File: src/design/hpmw_pkg.sv
package hpmw_pkg;

    // ****************************************
    // Phase counts and limits
    // ****************************************
    localparam int          CNT_W           = 4;
    localparam int          HOLD_W          = 6;
    localparam logic [3:0]  ADDR_CNT_MIN    = 4'h2;
    localparam logic [3:0]  SETUP_CNT_MIN   = 4'h2;
    localparam logic [3:0]  STROBE_CNT_MIN  = 4'h1;
    localparam logic [3:0]  RESET_COUNT     = 4'h0;
    localparam logic [5:0]  HOLD_RESET      = 6'h00;
    localparam logic [5:0]  HOLD_MAX        = 6'h24;
    localparam logic [4:0]  RECOV_MAX       = 5'h11;

    // ****************************************
    // Phase sequence
    // ****************************************
    typedef enum logic [2:0] {
        HPMW_IDLE,
        HPMW_ADDR,
        HPMW_SETUP,
        HPMW_STROBE,
        HPMW_HOLD,
        HPMW_RECOV
    } hpmw_phase_e;

endpackage

File: src/design/hpmw_write_master.sv
`timescale 1ns/1ps
// Behaviour
// (RULE1) All phase counts run on bus clock
// (RULE2) Address count programmed at least two
// (RULE3) Address phase lasts count plus one
// (RULE4) Setup count at least two, three clocks
// (RULE5) Strobe count at least one, two clocks
// (RULE6) Stall freezes address and strobe phases
// (RULE7) One more address clock after stall
// (RULE8) One more strobe clock after stall
// (RULE9) Strobe starts 3-4 clocks after select; code starts it address+setup counts+2 clocks after, at least 6
// (RULE10) Strobe active 4-5 clocks without stall
// (RULE11) Data valid 4-5 clocks before rise
// (RULE12) Data held after strobe, up to 36
// (RULE13) Recovery gap follows recovery count
// (RULE14) Address with select, valid 11-45
// (RULE15) Fixed phase order every access
module hpmw_write_master #(
    parameter int ADDR_W = 16,
    parameter int DATA_W = 16
) (
    // Clock and reset
    input  wire logic                           clk,
    input  wire logic                           rst_b,
    input  wire logic                           ce,
    // Phase configuration
    input  wire logic [hpmw_pkg::CNT_W-1:0]     address_phase_count,
    input  wire logic [hpmw_pkg::CNT_W-1:0]     setup_phase_count,
    input  wire logic [hpmw_pkg::CNT_W-1:0]     strobe_phase_count,
    input  wire logic [hpmw_pkg::HOLD_W-1:0]    hold_phase_count,
    input  wire logic [hpmw_pkg::CNT_W-1:0]     recovery_phase_count,
    // Request side
    input  wire logic                           wr_valid,
    input  wire logic [ADDR_W-1:0]              wr_addr,
    input  wire logic [DATA_W-1:0]              wr_data,
    output logic                                wr_ready,
    output logic                                busy,
    output logic                                config_error,
    // Host port pins
    input  wire logic                           host_ready_stall,
    output logic                                host_cs_b,
    output logic                                host_data_strobe_one_b,
    output logic [DATA_W-1:0]                   host_ad_out,
    output logic                                host_ad_oe,
    output logic                                host_ale
);

    // ****************************************
    // State
    // ****************************************
    hpmw_pkg::hpmw_phase_e phase;
    hpmw_pkg::hpmw_phase_e next_phase;
    logic [DATA_W-1:0]     data_q;
    logic [DATA_W-1:0]     next_data_q;
    logic [DATA_W-1:0]     ad_q;
    logic [DATA_W-1:0]     next_ad_q;
    logic                  cs_q;
    logic                  next_cs_q;
    logic                  ds_q;
    logic                  next_ds_q;
    logic                  oe_q;
    logic                  next_oe_q;
    logic                  ale_q;
    logic                  next_ale_q;
    logic                  stall_seen;
    logic                  next_stall_seen;
    logic                  tmr_load;
    logic [hpmw_pkg::HOLD_W-1:0] tmr_value;
    logic                  tmr_hold;
    logic                  tmr_done;
    logic                  stalled_phase;

    // Widen a 4-bit count to the timer width
    function automatic logic [hpmw_pkg::HOLD_W-1:0] widen(input logic [hpmw_pkg::CNT_W-1:0] c);
        return {{(hpmw_pkg::HOLD_W-hpmw_pkg::CNT_W){1'b0}}, c};
    endfunction

    // Low settings are refused at the source rather than silently stretched
    assign config_error = (address_phase_count < hpmw_pkg::ADDR_CNT_MIN)       // RULE2
                        || (setup_phase_count < hpmw_pkg::SETUP_CNT_MIN)        // RULE4
                        || (strobe_phase_count < hpmw_pkg::STROBE_CNT_MIN)      // RULE5
                        || (hold_phase_count > hpmw_pkg::HOLD_MAX);             // RULE12

    assign stalled_phase = (phase == hpmw_pkg::HPMW_ADDR) || (phase == hpmw_pkg::HPMW_STROBE);
    assign tmr_hold      = stalled_phase && (host_ready_stall || stall_seen);  // RULE6
    assign wr_ready      = (phase == hpmw_pkg::HPMW_IDLE) && !config_error;
    assign busy          = (phase != hpmw_pkg::HPMW_IDLE);

    hpmw_phase_timer #(
        .W          (hpmw_pkg::HOLD_W)
    ) u_timer (
        .clk        (clk),
        .rst_b      (rst_b),
        .ce         (ce),
        .load       (tmr_load),
        .load_value (tmr_value),
        .hold       (tmr_hold),
        .done       (tmr_done)
    );

    // ****************************************
    // Phase sequencer
    // ****************************************
    // A timer loaded with N gives N+1 clocks in the phase
    always_comb begin
        next_phase      = phase;
        next_data_q     = data_q;
        next_ad_q       = ad_q;
        next_cs_q       = cs_q;
        next_ds_q       = ds_q;
        next_oe_q       = oe_q;
        next_ale_q      = ale_q;
        next_stall_seen = 1'b0;
        tmr_load        = 1'b0;
        tmr_value       = hpmw_pkg::HOLD_RESET;
        // Stall release leaves one extra clock in the phase
        if (stalled_phase && host_ready_stall) begin
            next_stall_seen = 1'b1;                                            // RULE7 RULE8
        end
        unique case (phase)
            hpmw_pkg::HPMW_IDLE: begin
                if (wr_valid && !config_error) begin
                    next_phase  = hpmw_pkg::HPMW_ADDR;                         // RULE15
                    next_cs_q   = 1'b1;                                        // RULE14
                    next_ad_q   = DATA_W'(wr_addr);                            // RULE14
                    next_ale_q  = 1'b1;
                    next_oe_q   = 1'b1;
                    next_data_q = wr_data;
                    tmr_load    = 1'b1;
                    tmr_value   = widen(address_phase_count);                  // RULE3
                end
            end
            hpmw_pkg::HPMW_ADDR: begin
                if (tmr_done && !host_ready_stall && !stall_seen) begin        // RULE6 RULE7
                    next_phase = hpmw_pkg::HPMW_SETUP;
                    next_ale_q = 1'b0;
                    next_ad_q  = data_q;                                       // RULE11
                    tmr_load   = 1'b1;
                    tmr_value  = widen(setup_phase_count);                     // RULE4
                end
            end
            hpmw_pkg::HPMW_SETUP: begin
                if (tmr_done) begin
                    next_phase = hpmw_pkg::HPMW_STROBE;
                    next_ds_q  = 1'b1;                                         // RULE9
                    tmr_load   = 1'b1;
                    tmr_value  = widen(strobe_phase_count);                    // RULE5 RULE10
                end
            end
            hpmw_pkg::HPMW_STROBE: begin
                if (tmr_done && !host_ready_stall && !stall_seen) begin        // RULE6 RULE8
                    next_phase = hpmw_pkg::HPMW_HOLD;
                    next_ds_q  = 1'b0;
                    tmr_load   = 1'b1;
                    tmr_value  = hold_phase_count;                             // RULE12
                end
            end
            hpmw_pkg::HPMW_HOLD: begin
                if (tmr_done) begin
                    next_phase = hpmw_pkg::HPMW_RECOV;
                    next_cs_q  = 1'b0;
                    next_oe_q  = 1'b0;
                    tmr_load   = 1'b1;
                    tmr_value  = widen(recovery_phase_count);                  // RULE13
                end
            end
            hpmw_pkg::HPMW_RECOV: begin
                if (tmr_done) begin
                    next_phase = hpmw_pkg::HPMW_IDLE;                          // RULE13 RULE15
                end
            end
            default: begin
                next_phase = hpmw_pkg::HPMW_IDLE;
            end
        endcase
    end

    // Phase register advances only on the bus clock
    always_ff @(posedge clk or negedge rst_b) begin
        if (!rst_b) begin
            phase      <= hpmw_pkg::HPMW_IDLE;
            data_q     <= '0;
            ad_q       <= '0;
            cs_q       <= 1'b0;
            ds_q       <= 1'b0;
            oe_q       <= 1'b0;
            ale_q      <= 1'b0;
            stall_seen <= 1'b0;
        end else if (ce) begin                                                 // RULE1
            phase      <= next_phase;
            data_q     <= next_data_q;
            ad_q       <= next_ad_q;
            cs_q       <= next_cs_q;
            ds_q       <= next_ds_q;
            oe_q       <= next_oe_q;
            ale_q      <= next_ale_q;
            stall_seen <= next_stall_seen;
        end
    end

    // ****************************************
    // Pins
    // ****************************************
    assign host_cs_b              = !cs_q;
    assign host_data_strobe_one_b = !ds_q;
    assign host_ad_out            = ad_q;
    assign host_ad_oe             = oe_q;
    assign host_ale               = ale_q;

endmodule

File: src/design/hpmw_phase_timer.sv
`timescale 1ns/1ps
module hpmw_phase_timer #(
    parameter int W = 6
) (
    // Clock and reset
    input  wire logic         clk,
    input  wire logic         rst_b,
    input  wire logic         ce,
    // Control
    input  wire logic         load,
    input  wire logic [W-1:0] load_value,
    input  wire logic         hold,
    // Status
    output logic              done
);

    logic [W-1:0] count;
    logic [W-1:0] next_count;

    // Counts down; stalls freeze the count so the phase is extended
    always_comb begin
        next_count = count;
        if (load) begin
            next_count = load_value;
        end else if (!hold && count != '0) begin
            next_count = count - W'(1);
        end
    end

    always_ff @(posedge clk or negedge rst_b) begin
        if (!rst_b) begin
            count <= '0;
        end else if (ce) begin
            count <= next_count;
        end
    end

    assign done = (count == '0);

endmodule

File: config.mk
export PLATFORM = sky130hd
export DESIGN_NAME = hpmw_write_master
export DESIGN_NICKNAME = d
export VERILOG_FILES = /design/src/design/hpmw_pkg.sv /design/src/design/hpmw_write_master.sv /design/src/design/hpmw_phase_timer.sv
export SDC_FILE = /design/constraint.sdc
export NUM_CORES = 1
export LEC_CHECK = 0
export ABC_AREA = 0
export BUFFER_PORTS_ARGS = -buffer_cell sky130_fd_sc_hd__buf_2
export CORE_MARGIN = 5
export CORE_UTILIZATION = 40
export DETAILED_ROUTE_END_ITERATION = 12
export GPL_ROUTABILITY_DRIVEN = 0
export GPL_TIMING_DRIVEN = 1
export PLACE_DENSITY = 0.65
export SYNTH_ARGS = -nofsm -noshare
export SYNTH_HDL_FRONTEND = slang
export SYNTH_HIERARCHICAL = 1
export SYNTH_SLANG_ARGS = --single-unit
export TNS_END_PERCENT = 30
File: constraint.sdc
create_clock -name clk -period 4 [get_ports clk]
set_clock_uncertainty 0.2 [all_clocks]
set_input_delay 0.4 -clock clk [delete_from_list [all_inputs] [get_ports clk]]
set_output_delay 0.4 -clock clk [all_outputs]
set_load 0.01 [all_outputs]
==> impl_metrics.ini <==
[run_status]
status = finished, violations left
violations = negative hold slack

[global_routing]
grt_pass1_vias = 2122
grt_max_degree = 46
track_usage_pct = 15.6
grt_pass1_wl_mm = 9.78
antenna_found_initial = 0
grt_overflow = 0

[clock_tree]
ctsResizeCount = 0
cts-root-buf = clkbuf_8
htree_levels = 2
cts_setup_buffers = 0
clkLatencyLatePin_ps = 290
cts_tree = built
cts_hold_buf = 0
cts_buffers = 5
cts_sinks = 45
cts.path.max_buffers = 2
clkTransAtPathRegs_ps = 80

[synthesis]
yosysUniqueCellTypes = 55
avgSynthCellArea_sq_um = 11.0
ys_ff_latch = 45
ys.flop_type = dfrtp_1
syn_nets = 292
synthesis.area_sq_um = 2540
synthAdderAreaFrac_pct = 0.986
ys_async_sr_fraction_pct = 100
synth_top_family_by_area = simple AND/OR/NAND/NOR gates
syn_inst = 231
ys_warn_count = 6
synth-edff-count = 0
synth_simple_gate_area_share_pct = 20.3
synthMuxAreaShare_pct = 12.3
seq_area_frac_synth_pct = 44.4
synth-compound-area-share_pct = 17.7
yosys.area_share.xor_xnor_pct = 0

[final_layout]
nets = 371
diodes = 0
fill_cells = 613
drive_gt1_share_pct = 40.8
finish.utilization_pct = 49.3
area_growth_pct = 21.9

[drt]
first_iter_violations = 76
vias = 2082
drt_pass1_iterations = 4
ant_nets = 0
drc = 0
wirelength_mm = 6.07
avgRoutedWirePerCell_microns = 15.6
vias_per_cell = 5.37

[timing]
setup_viol = 0
max_freq_mhz = 367
holdWs_ps = -14.9
finalHoldViolations = 21
tns_ps = 0
maxSlewViolCount = 0
slew_headroom_pct = 61.9
worst_slew_pin_slew_ps = 571
fin_crit_sh_pct = 68.1
timing.final.ws_setup_ps = 1280
period_needed_ps = 2720
rsz0062_at_grt = no

[floorplan]
std_cell_rows = 29
chipWidth_microns = 89.7
start_util_pct = 40.4
fp.dieH_microns = 89.7
ios = 82
die_area_sq_um = 8040
coreArea_sq_um = 6280

[critical_path]
start_kind = register
required_ps = 4020
cp.arrival_ps = 2750
end_kind = register
cp_max_fo = 14
crit_type = register to register

[pwr]
p_leak_uw = 0.00153
power_density_nw_per_um2 = 466
peakVddDrop_v = 0.000258

[place]
portBuffers = 81
dp_hpwl_mm = 4.56
pre_cts_ws_ps = 1320

[hold_path]
hold_class = primary input to async pin

[run]
cap_violations = 0
cells in the final DEF (no fill, tap or decap), types with 5 or more instances in the layout:
cell type and instances:
nor2_1 16, mux2_1 5, o22ai_1 8, inv_1 9
clkbuf_8 7, dfrtp_1 45, or2_1 8, o221a_1 15
nand2_1 11, mux2_2 5, mux2_4 12, or2_2 8
buf_2 81
final cells by class:
type | instances | area, sq um | area share, %
multi-input cells | 164 | 1300 | 42.1
clock buffers | 7 | 96.3 | 3.11
inverters | 9 | 33.8 | 1.09
well taps | 77 | 96.3 | 3.11
clock inverters | 1 | 5.00 | 0.162
flip-flops and latches | 45 | 1130 | 36.4
repair buffers | 85 | 435 | 14.1
state kept, by name, summed over array words and instances (netlist names):
register       flops
data_q            16
host_ad_out       16
u_timer/count      6
phase              3
ds_q               1
host_ad_oe         1
host_ale           1
stall_seen         1
metrics by stage:
stage	instances	power [uW]	instance area [sq um]
2_1_floorplan	231	990	2540
3_3_place_gp	380	1140	2990
3_5_place_dp	380	1150	2990
4_1_cts	388	1460	3100
5_1_grt	388	1550	3100
6_report	388	1440	3100
cells by family after synthesis:
group	count (synthesis)
flops	45
mux	24
buf+inv	22
simple gates	85
compound gates	53
fa+ha+maj	2
critical path: stages, from the launching register on:
cell	delay (ps)
dfrtp_1	430
inv_1	120
ha_1	160
nor2b_1	330
and2_1	400
a21o_1	400
and3b_1	220
mux2_1	280
nor2_1	100
Yosys cell counts, types with 2 or more instances:
master     n  area (sq um)
dfrtp_1   45          1130
nor2_1    16          60.1
o221a_1   15           169
mux2_4    12           180
nand2_1   11          41.3
inv_1      9          33.8
clkbuf_1   8          30.0
o22ai_1    8          50.1
or2_1      8          50.1
or2_2      8          50.1
mux2_1     5          56.3
mux2_2     5          56.3
a221o_1    4          40.0
a22oi_1    4          30.0
and2_1     4          25.0
nand2b_1   4          25.0
nand3_1    4          20.0
nor3_1     4          20.0
o21ai_0    4          20.0
buf_6      3          33.8
nand4_1    3          18.8
nor2b_1    3          18.8
or3_1      3          18.8
a21oi_1    2          10.0
a21oi_2    2          17.5
and3b_1    2          17.5
and4b_1    2          20.0
ha_1       2          25.0
mux2i_1    2          20.0
nor4b_1    2          17.5
o21ai_1    2          10.0
or4_4      2          22.5
report_power, final:
| group | internal, uW | total (uW) | switching [uW] |
|---|---|---|---|
| combinational | 251 | 481 | 230 |
| sequential | 562 | 658 | 96.5 |
| clock | 156 | 303 | 147 |
final timing paths:
check | startpoint | to | slack (ps) | cells after the start
setup / recovery | u_timer/count[0]$_DFFE_PN0P_ | u_timer/count[3]$_DFFE_PN0P_ | 1280 | 8
hold / removal | rst_b | u_timer/count[1]$_DFFE_PN0P_ | -10 | 2
setup reg to reg | u_timer/count[0]$_DFFE_PN0P_ | u_timer/count[3]$_DFFE_PN0P_ | 1280 | 8
hold reg to reg | data_q[13]$_DFFE_PN0P_ | data_q[13]$_DFFE_PN0P_ | 290 | 1
max in group asynchronous | rst_b | host_ad_out[11]$_DFFE_PN0P_ | 3230 | 2
min in group clk | wr_data[13] | data_q[13]$_DFFE_PN0P_ | 120 | 2
routing by layer:
layer  vias up  wire length, microns  track usage [%]
met4         0                    40             4.60
met1      1006                  2790             21.7
met5         -                     0                0
met2        52                  2950             25.2
li1       1022                     -                -
met3         2                   283             2.46
No activity file was read; power rests on OpenSTA's default activity.
